## src/common/acr_pkg.sv

```systemverilog
package acr_pkg;

    // ****************************************
    // Register offsets (byte addresses)
    // ****************************************
    localparam logic [5:0] OFF_CONTROL = 6'h00;
    localparam logic [5:0] OFF_GLOBAL_IRQ_ENABLE = 6'h04;
    localparam logic [5:0] OFF_IRQ_SOURCE_ENABLE = 6'h08;
    localparam logic [5:0] OFF_IRQ_SOURCE_STATUS = 6'h0c;
    localparam logic [5:0] OFF_FIRST_INPUT_ARG = 6'h10;
    localparam logic [5:0] OFF_SPARE_ONE = 6'h14;
    localparam logic [5:0] OFF_SECOND_INPUT_ARG = 6'h18;
    localparam logic [5:0] OFF_SPARE_TWO = 6'h1c;
    localparam logic [5:0] OFF_THIRD_INPUT_ARG = 6'h20;
    localparam logic [5:0] OFF_SPARE_THREE = 6'h24;
    localparam logic [5:0] OFF_THIRD_OUTPUT_ARG = 6'h28;
    localparam logic [5:0] OFF_THIRD_OUTPUT_VALID = 6'h2c;
    localparam logic [5:0] OFF_LAST = 6'h2c;

    // ****************************************
    // Field positions
    // ****************************************
    localparam int BIT_START = 0;
    localparam int BIT_DONE = 1;
    localparam int BIT_IDLE = 2;
    localparam int BIT_READY = 3;
    localparam int BIT_AUTO_RESTART = 7;
    localparam int BIT_GLOBAL_EN = 0;
    localparam int BIT_SRC_DONE = 0;
    localparam int BIT_SRC_READY = 1;
    localparam int BIT_OUT_VALID = 0;
    localparam int NUM_IRQ_SOURCES = 2;

    // ****************************************
    // Reset values
    // ****************************************
    localparam logic RST_START = 1'b0;
    localparam logic RST_DONE = 1'b0;
    localparam logic RST_AUTO_RESTART = 1'b0;
    localparam logic RST_GLOBAL_EN = 1'b0;
    localparam logic [1:0] RST_IRQ_ENABLE = 2'h0;
    localparam logic [1:0] RST_IRQ_STATUS = 2'h0;
    localparam logic [7:0] RST_ARG = 8'h00;
    localparam logic RST_OUT_VALID = 1'b0;

    // ****************************************
    // Bus responses
    // ****************************************
    localparam logic [1:0] RESP_OKAY = 2'h0;
    localparam logic [1:0] RESP_SLVERR = 2'h2;

    typedef struct packed {
        logic run_complete_flag;
        logic idle_flag;
        logic input_ready_flag;
    } acr_core_stat_t;

endpackage

```

## src/rtl/acr_regs.sv

```systemverilog
`timescale 1ns/100ps
module acr_regs #(
    parameter int ADDR_W = 6,
    parameter int ARG_W = 8,
    parameter bit HAS_START_HS = 1'b1
) (
    input wire logic i_core_clk,
    input wire logic i_rst,
    // AXI4-Lite slave
    input wire logic [ADDR_W-1:0] i_awaddr,
    input wire logic i_awvalid,
    output logic o_awready,
    input wire logic [31:0] i_wdata,
    input wire logic [3:0] i_wstrb,
    input wire logic i_wvalid,
    output logic o_wready,
    output logic [1:0] o_bresp,
    output logic o_bvalid,
    input wire logic i_bready,
    input wire logic [ADDR_W-1:0] i_araddr,
    input wire logic i_arvalid,
    output logic o_arready,
    output logic [31:0] o_rdata,
    output logic [1:0] o_rresp,
    output logic o_rvalid,
    input wire logic i_rready,
    // Accelerator core side
    output logic o_start_request,
    input wire acr_pkg::acr_core_stat_t i_core_stat,
    output logic [ARG_W-1:0] o_first_arg,
    output logic [ARG_W-1:0] o_second_arg,
    output logic [ARG_W-1:0] o_third_arg,
    input wire logic [ARG_W-1:0] i_third_result,
    input wire logic i_third_output_valid_flag,
    output logic o_irq
);

    // Refused at elaboration: fields sit in byte lane 0, offsets need six bits
    if (ADDR_W < 6 || ADDR_W > 32 || ARG_W < 1 || ARG_W > 8) begin : g_bad_param
        $error("acr_regs: unsupported ADDR_W or ARG_W");
    end

    // ****************************************
    // Bus handshake
    // ****************************************
    logic awready_reg;
    logic bvalid_reg;
    logic [1:0] bresp_reg;
    logic arready_reg;
    logic rvalid_reg;
    logic [31:0] rdata_reg;
    logic [1:0] rresp_reg;
    logic wr_fire;
    logic rd_fire;
    logic [5:0] wr_off;
    logic [5:0] rd_off;
    logic wr_hit;
    logic rd_hit;
    logic wr_lane0;

    // One write and one read in flight; the next waits for the response
    assign wr_fire = i_awvalid && i_wvalid && !awready_reg && !bvalid_reg;
    assign rd_fire = i_arvalid && !arready_reg && !rvalid_reg;
    assign wr_off = i_awaddr[5:0];
    assign rd_off = i_araddr[5:0];
    // Upper address bits must be zero for a hit
    assign wr_hit = ((i_awaddr >> 6) == '0) && (wr_off <= acr_pkg::OFF_LAST);
    assign rd_hit = ((i_araddr >> 6) == '0) && (rd_off <= acr_pkg::OFF_LAST);
    // Every field lives in byte lane 0
    assign wr_lane0 = wr_fire && wr_hit && i_wstrb[0];

    always_ff @(posedge i_core_clk or posedge i_rst) begin
        if (i_rst) begin
            awready_reg <= 1'b0;
            bvalid_reg <= 1'b0;
            bresp_reg <= acr_pkg::RESP_OKAY;
        end else begin
            awready_reg <= wr_fire;
            if (awready_reg) begin
                bvalid_reg <= 1'b1;
            end else if (i_bready) begin
                bvalid_reg <= 1'b0;
            end
            if (wr_fire) begin
                bresp_reg <= wr_hit ? acr_pkg::RESP_OKAY : acr_pkg::RESP_SLVERR;
            end
        end
    end

    // ****************************************
    // Control word and core handshake
    // ****************************************
    logic start_reg;
    logic done_reg;
    logic auto_restart_reg;
    logic ctrl_read;
    logic start_write;

    assign ctrl_read = rd_fire && rd_hit && (rd_off == acr_pkg::OFF_CONTROL);
    assign start_write = wr_lane0 && (wr_off == acr_pkg::OFF_CONTROL)
        && i_wdata[acr_pkg::BIT_START];

    always_ff @(posedge i_core_clk or posedge i_rst) begin
        if (i_rst) begin
            start_reg <= acr_pkg::RST_START;
        end else if (start_write) begin
            start_reg <= 1'b1;
        end else if (auto_restart_reg && i_core_stat.run_complete_flag) begin
            start_reg <= 1'b1;
        end else if (i_core_stat.input_ready_flag) begin
            // Accepted: one run only unless rerun is on
            start_reg <= 1'b0;
        end
    end

    always_ff @(posedge i_core_clk or posedge i_rst) begin
        if (i_rst) begin
            done_reg <= acr_pkg::RST_DONE;
        end else if (i_core_stat.run_complete_flag) begin
            // A completion in the read cycle survives the read
            done_reg <= 1'b1;
        end else if (ctrl_read) begin
            done_reg <= 1'b0;
        end
    end

    always_ff @(posedge i_core_clk or posedge i_rst) begin
        if (i_rst) begin
            auto_restart_reg <= acr_pkg::RST_AUTO_RESTART;
        end else if (wr_lane0 && wr_off == acr_pkg::OFF_CONTROL) begin
            auto_restart_reg <= i_wdata[acr_pkg::BIT_AUTO_RESTART];
        end
    end

    // ****************************************
    // Argument registers
    // ****************************************
    logic [ARG_W-1:0] first_arg_reg;
    logic [ARG_W-1:0] second_arg_reg;
    logic [ARG_W-1:0] third_arg_reg;
    logic [ARG_W-1:0] third_result_reg;
    logic out_valid_reg;
    logic valid_read;

    always_ff @(posedge i_core_clk or posedge i_rst) begin
        if (i_rst) begin
            first_arg_reg <= acr_pkg::RST_ARG[ARG_W-1:0];
            second_arg_reg <= acr_pkg::RST_ARG[ARG_W-1:0];
            third_arg_reg <= acr_pkg::RST_ARG[ARG_W-1:0];
        end else if (wr_lane0) begin
            // Raw bit pattern, no conversion of any kind
            unique case (wr_off)
                acr_pkg::OFF_FIRST_INPUT_ARG: begin
                    first_arg_reg <= i_wdata[ARG_W-1:0];
                end
                acr_pkg::OFF_SECOND_INPUT_ARG: begin
                    second_arg_reg <= i_wdata[ARG_W-1:0];
                end
                acr_pkg::OFF_THIRD_INPUT_ARG: begin
                    third_arg_reg <= i_wdata[ARG_W-1:0];
                end
                default: begin
                end
            endcase
        end
    end

    assign valid_read = rd_fire && rd_hit && (rd_off == acr_pkg::OFF_THIRD_OUTPUT_VALID);

    // Separate from the input copy so software never sees its own write
    always_ff @(posedge i_core_clk or posedge i_rst) begin
        if (i_rst) begin
            third_result_reg <= acr_pkg::RST_ARG[ARG_W-1:0];
        end else if (i_third_output_valid_flag) begin
            third_result_reg <= i_third_result;
        end
    end

    always_ff @(posedge i_core_clk or posedge i_rst) begin
        if (i_rst) begin
            out_valid_reg <= acr_pkg::RST_OUT_VALID;
        end else if (i_third_output_valid_flag) begin
            out_valid_reg <= 1'b1;
        end else if (valid_read) begin
            out_valid_reg <= 1'b0;
        end
    end

    // ****************************************
    // Interrupts
    // ****************************************
    logic global_en_reg;
    logic [1:0] irq_enable_reg;
    logic [1:0] irq_status_reg;
    logic irq_reg;
    logic ready_prev_reg;

    generate
        if (HAS_START_HS) begin : g_irq
            logic [1:0] irq_event;

            assign irq_event = {i_core_stat.input_ready_flag && !ready_prev_reg,
                i_core_stat.run_complete_flag};

            always_ff @(posedge i_core_clk or posedge i_rst) begin
                if (i_rst) begin
                    ready_prev_reg <= 1'b0;
                end else begin
                    ready_prev_reg <= i_core_stat.input_ready_flag;
                end
            end

            always_ff @(posedge i_core_clk or posedge i_rst) begin
                if (i_rst) begin
                    global_en_reg <= acr_pkg::RST_GLOBAL_EN;
                    irq_enable_reg <= acr_pkg::RST_IRQ_ENABLE;
                end else if (wr_lane0) begin
                    if (wr_off == acr_pkg::OFF_GLOBAL_IRQ_ENABLE) begin
                        global_en_reg <= i_wdata[acr_pkg::BIT_GLOBAL_EN];
                    end
                    if (wr_off == acr_pkg::OFF_IRQ_SOURCE_ENABLE) begin
                        irq_enable_reg <= i_wdata[1:0];
                    end
                end
            end

            // Event wins over a toggle that would clear it
            always_ff @(posedge i_core_clk or posedge i_rst) begin
                if (i_rst) begin
                    irq_status_reg <= acr_pkg::RST_IRQ_STATUS;
                end else if (wr_lane0 && wr_off == acr_pkg::OFF_IRQ_SOURCE_STATUS) begin
                    irq_status_reg <= (irq_status_reg ^ i_wdata[1:0]) | irq_event;
                end else begin
                    irq_status_reg <= irq_status_reg | irq_event;
                end
            end

            always_ff @(posedge i_core_clk or posedge i_rst) begin
                if (i_rst) begin
                    irq_reg <= 1'b0;
                end else begin
                    irq_reg <= global_en_reg && |(irq_status_reg & irq_enable_reg);
                end
            end
        end else begin : g_no_irq
            // No start handshake: nothing of the interrupt facility exists
            assign global_en_reg = 1'b0;
            assign irq_enable_reg = 2'h0;
            assign irq_status_reg = 2'h0;
            assign irq_reg = 1'b0;
            assign ready_prev_reg = 1'b0;
        end
    endgenerate

    // ****************************************
    // Read path
    // ****************************************
    logic [31:0] rd_word;

    always_comb begin
        rd_word = 32'h0000_0000;
        unique case (rd_off)
            acr_pkg::OFF_CONTROL: begin
                rd_word[acr_pkg::BIT_START] = start_reg;
                rd_word[acr_pkg::BIT_DONE] = done_reg;
                rd_word[acr_pkg::BIT_IDLE] = i_core_stat.idle_flag;
                rd_word[acr_pkg::BIT_READY] = i_core_stat.input_ready_flag;
                rd_word[acr_pkg::BIT_AUTO_RESTART] = auto_restart_reg;
            end
            acr_pkg::OFF_GLOBAL_IRQ_ENABLE: begin
                rd_word[acr_pkg::BIT_GLOBAL_EN] = global_en_reg;
            end
            acr_pkg::OFF_IRQ_SOURCE_ENABLE: begin
                rd_word[1:0] = irq_enable_reg;
            end
            acr_pkg::OFF_IRQ_SOURCE_STATUS: begin
                rd_word[1:0] = irq_status_reg;
            end
            acr_pkg::OFF_FIRST_INPUT_ARG: begin
                rd_word[ARG_W-1:0] = first_arg_reg;
            end
            acr_pkg::OFF_SECOND_INPUT_ARG: begin
                rd_word[ARG_W-1:0] = second_arg_reg;
            end
            acr_pkg::OFF_THIRD_INPUT_ARG: begin
                rd_word[ARG_W-1:0] = third_arg_reg;
            end
            acr_pkg::OFF_THIRD_OUTPUT_ARG: begin
                rd_word[ARG_W-1:0] = third_result_reg;
            end
            acr_pkg::OFF_THIRD_OUTPUT_VALID: begin
                rd_word[acr_pkg::BIT_OUT_VALID] = out_valid_reg;
            end
            default: begin
            end
        endcase
        if (!rd_hit) begin
            rd_word = 32'h0000_0000;
        end
    end

    always_ff @(posedge i_core_clk or posedge i_rst) begin
        if (i_rst) begin
            arready_reg <= 1'b0;
            rvalid_reg <= 1'b0;
            rdata_reg <= 32'h0000_0000;
            rresp_reg <= acr_pkg::RESP_OKAY;
        end else begin
            arready_reg <= rd_fire;
            if (rd_fire) begin
                // Captured with the clear-on-read side effects
                rdata_reg <= rd_word;
                rresp_reg <= rd_hit ? acr_pkg::RESP_OKAY : acr_pkg::RESP_SLVERR;
            end
            if (arready_reg) begin
                rvalid_reg <= 1'b1;
            end else if (i_rready) begin
                rvalid_reg <= 1'b0;
            end
        end
    end

    assign o_awready = awready_reg;
    assign o_wready = awready_reg;
    assign o_bvalid = bvalid_reg;
    assign o_bresp = bresp_reg;
    assign o_arready = arready_reg;
    assign o_rvalid = rvalid_reg;
    assign o_rdata = rdata_reg;
    assign o_rresp = rresp_reg;
    assign o_start_request = start_reg;
    assign o_first_arg = first_arg_reg;
    assign o_second_arg = second_arg_reg;
    assign o_third_arg = third_arg_reg;
    assign o_irq = irq_reg;
endmodule

```

## config.mk

```make
export PLATFORM = sky130hd
export DESIGN_NAME = acr_regs
export DESIGN_NICKNAME = d
export VERILOG_FILES = /design/src/common/acr_pkg.sv /design/src/rtl/acr_regs.sv
export SDC_FILE = /design/constraint.sdc
export NUM_CORES = 1
export LEC_CHECK = 0
export ABC_AREA = 1
export BUFFER_PORTS_ARGS = -buffer_cell sky130_fd_sc_hd__buf_2
export CAP_MARGIN = 40
export CORE_MARGIN = 1
export CORE_UTILIZATION = 30
export DETAILED_ROUTE_END_ITERATION = 7
export GPL_ROUTABILITY_DRIVEN = 0
export PLACE_DENSITY_LB_ADDON = 0.25
export SKIP_CTS_REPAIR_TIMING = 1
export SLEW_MARGIN = 0
export SYNTH_ARGS = -nofsm -noshare
export SYNTH_HDL_FRONTEND = slang
export SYNTH_SLANG_ARGS = --single-unit
```

## constraint.sdc

```tcl
create_clock -name i_core_clk -period 3.7 [get_ports i_core_clk]
set_input_delay 0.37 -clock i_core_clk [delete_from_list [all_inputs] [get_ports i_core_clk]]
set_output_delay 0.37 -clock i_core_clk [all_outputs]
set_load 0.02 [all_outputs]
```

==> Yosys cells after proc, flatten, opt, wreduce, memory -nomap -nowiden <==
Cells that the tools add are included.
{ "totals": {"register_bits": 83, "elab_cells": 94} }
{ "op_classes": {"n_lt_le_gt_ge": 2, "eq_ne": 14, "mux": 20, "bitwise": 4, "reduce_logical": 34} }
{ "ops": {"columns": ["cell", "n"], "rows": [
  ["$eq A6 B4 Y1 const B", 4],
  ["$eq A6 B5 Y1 const B", 4],
  ["$eq A6 B6 Y1 const B", 4],
  ["$logic_and A1 B1 Y1", 16],
  ["$eq A6 B3 Y1 const B", 2],
  ["$le A6 B6 Y1 const B", 2],
  ["$logic_not A6 Y1", 2],
  ["$pmux W3 S4", 1],
  ["$mux W1", 11],
  ["$pmux W2 S5", 1],
  ["$reduce_and A2 Y1", 5],
  ["$pmux W1 S9", 1],
  ["$mux W8", 1],
  ["$reduce_bool A2 Y1", 4],
  ["$pmux W1 S7", 1],
  ["$mux W2", 3],
  ["$logic_not A1 Y1", 5],
  ["$pmux W1 S5", 1],
  ["$or A2 B2 Y2", 2],
  ["$reduce_bool A3 Y1", 1],
  ["$and A2 B2 Y2", 1],
  ["$reduce_or A2 Y1", 1],
  ["$xor A2 B2 Y2", 1]
]} }

==> Longest topological paths before layout <==
{ "logic_depth": {"word_depth": 8, "ltp_mapped": 9, "mapped_depth_nobuf": 9} }

==> Worst setup path before layout <==
No wires, ideal clock.
{ "synth_path": {"path_kind": "register to register", "from": "reg awready_reg, in the netlist o_awready", "to": "reg first_arg_reg[0], in the netlist o_first_arg[0]", "t_arrival_ns": 1.339, "setup_slack_ns": 2.287, "stages_incl_launch_ff": 7, "n_path_buf": 1, "synth_period_minus_slack_ns": 1.413, "cell_sequence": "dfrtp_1 -> nor3_4 -> nand3_4 -> nor2_2 -> buf_6 -> nand2_1 -> o21ai_2"} }
{ "synth_between": {"elab_chain_cells": 6} }
{ "synth_rtl": {"columns": ["item", "line_no", "text"], "rows": [
  ["start, declared", "acr_regs.sv:46", "logic awready_reg;"],
  ["start signal, assigned", "acr_regs.sv:78", "awready_reg <= wr_fire;"],
  ["$logic_not A1 Y1", "acr_regs.sv:62", "assign wr_fire = i_awvalid && i_wvalid && !awready_reg && !bvalid_reg;"],
  ["$logic_and A1 B1 Y1 (2 in a row)", "acr_regs.sv:62", null],
  ["named net wr_fire", "acr_regs.sv:53", "logic wr_fire;"],
  ["$logic_and A1 B1 Y1 (2 in a row)", "acr_regs.sv:70", "assign wr_lane0 = wr_fire && wr_hit && i_wstrb[0];"],
  ["$reduce_and A2 Y1 (no source line)", null, null],
  ["end signal, assigned", "acr_regs.sv:147", "first_arg_reg <= acr_pkg::RST_ARG[ARG_W-1:0];"],
  ["end signal, assigned", "acr_regs.sv:154", "first_arg_reg <= i_wdata[ARG_W-1:0];"],
  ["end, declared", "acr_regs.sv:138", "logic [ARG_W-1:0] first_arg_reg;"]
]} }
The timed path passes the listed nets, and every way through them passes these cells.
A chain may end at the register's enable or synchronous reset.

==> Worst setup path in the final report <==
Same ends and word-level chain as after synthesis.

==> summary.md <==
| Metric | Value |
|---|---|
| Status | finished clean |
| GRT overflow | 0 |
| Crit-path max FO | 23 |
| Warnings from Yosys | 0 |
| Post-synthesis sequential area ratio | 46.9% |
| First-pass GRT wire length | 13000 um |
| Hold WC Path Type | in -> async |
| IO Count | 134 |
| Worst relative slew slack | 48.1% |
| Remaining DRCs | 0 |
| Fin Setup TNS | 0 ps |
| Hpwl dp | 6060 um |
| Share of Yosys cell area claimed by the top area cell type | 46.9% |
| Number of I/O port buffers | 80 |
| Drt initial violations | 104 |
| Final non-filler cell total | 603 |
| Vias in the first global route | 2626 |
| Data required, critical path | 3960 ps |
| Pwr dens | 431 mW/mm^2 |
| Final setup violation count | 0 |
| Root Buffer | clkbuf_8 |
| Number of vias per cell | 4.49 |
| Drt pass-1 iters | 4 |
| GRT Total Usage | 16.3% |
| Initial Util | 31.0% |
| Total Wirelength | 7900 um |
| DR vias | 2705 |
| Core ar. | 0.00982 sq mm |
| FMAX | 524 MHz |
| Critical Path Source | o_awready |
| Most common cell after layout, fill and taps aside | nand2_1 |
| Final net count | 532 |
| Clk slew on worst S/H paths | 70 ps |
| Final hold viol count | 0 |
| Clock skew after layout | 11.7 ps |
| Syn Inst Count | 382 |
| Final ANT Viol Nets | 0 |
| CTS tree | done |
| Worst-skew pair later-pin latency | 340 ps |
| Avg Inst Size Synth | 7.97 sq um |
| Slew Viols, Final | 0 |
| WHS | 183 ps |
| Share of layout cells above drive strength 1 | 27.4% |
| Commonest non-fill, non-tap cells in the layout | nand2_1 (128), buf_2 (80), dfrtp_1 (57) |
| Post-synthesis cell area | 0.00304 sq mm |
| Pwr Total | 1.59 mW |
| Chip width | 103 um |
| Htree depth | 3 |
| Max-Cap Viols | 0 |
| Worst VDD drop | 0.191 mV |
| Critical path type | reg -> reg |
| Cts bufs inserted | 9 |
| Unique cell type count in the Yosys netlist | 31 |
| R2r startpoint | o_awready |
| Slew @ Worst Pin | 777 ps |
| Min cycle time layout | 1910 ps |
| Clock Sinks | 57 |
| Critical Path AT | 2170 ps |
| Final Cycle Share | 51.6% |
| FF+latch count, synth | 57 |
| Pin count of the biggest net entering global routing | 38 |
| Crit end category | flop |
| Initial antenna violation count | 0 |
| FILL cells | 1053 |
| CP Launch Type | flop |
| Die height | 103 um |
| Area Growth Syn to Fin | 21.0% |
| Flop2flop setup slack | 1790 ps |
| Leading area contributor after synthesis | dfrtp_1 |
| Routed len/inst | 13.1 um |
| Synth top area cells | dfrtp_1 (47%), nand2_1 (16%), buf_4 (6.9%) |
| N_diodes | 0 |
| DP Cell Count | 587 |
| RSZ-0062 raised after global routing | false |
| Clock tree buffer depth | 2 |
| DIE AREA | 0.0106 sq mm |
| P_leak | 2.02 nW |
| Row count | 36 |
-- Yosys cell counts (all sizes together) --
master	instances
nand2	129
dfrtp	57
inv	38
o21ai	37
nor2	33
buf	32
nand3	23
a21oi	9
nand4	9
nor3	4
clkbuf	2
xor2	2
a22oi	1
clkinv	1
conb	1
o211ai	1
o21a	1
o21bai	1
or2	1
-- power breakdown --
part	switching (mW)	internal [mW]	total, mW	leakage, nW
Sequential	0.0249	0.663	0.688	0.687
Clock	0.255	0.413	0.668	0.115
Combinational	0.166	0.0667	0.233	1.21
-- critical path, cell delays in order, from the launching register on --
cell and delay [ps]:
dfrtp_1 420, nor3_4 310, nand3_4 310, nor2_2 570, nand2_1 130, o21ai_2 80
-- final timing paths --
path	to	cells past startpoint
max	o_first_arg[0]	5
min	o_second_arg[7]	2
max reg2reg	o_first_arg[0]	5
min reg2reg	o_rdata[0]	2
max in group asynchronous	o_rvalid	3
min in group i_core_clk	ready_prev_reg	1
-- metrics by stage --
stage               utilization (%)  setup WS, ps  instance area, sq um
global route                   37.5          1630                  3680
detailed placement             35.2          1710                  3460
finish                         37.5          1790                  3680
global placement               35.2          1730                  3460
CTS                            37.5          1780                  3680
floorplan                         -          1930                  3140
-- logic make-up (layout without fill, tap and decap cells) --
family / Yosys count / in the layout / share of synthesized area [%]
flip-flops: 57 / 57 / 46.9
AND/OR/NAND/NOR: 199 / 199 / 29.4
XOR/XNOR: 2 / 2 / 0.576
other: 1 / 26 / 0.123
buffers and inverters: 73 / 136 / 13.2
AO/OA/AOI/OAI: 50 / 50 / 9.78
-- per-layer routing --
| layer | share of wire, % | global-route usage, % | up-vias |
|---|---|---|---|
| met5 | 0 | 0 | - |
| met4 | 1.3 | 4.55 | 0 |
| met3 | 6.5 | 4.68 | 10 |
| met2 | 45 | 26.0 | 96 |
| met1 | 47 | 21.7 | 1278 |
| li1 | - | - | 1321 |
-- layout make-up --
cell class	instances	area, sq um	area share [%]
timing repair buffer	81	408	11.1
multi-input combinational	277	1310	35.5
tap	133	166	4.52
clock buffer	11	151	4.11
sequential	57	1430	38.7
inverter	39	146	3.97
clock inverter	5	77.6	2.11
No activity file was read; power rests on OpenSTA's default activity.
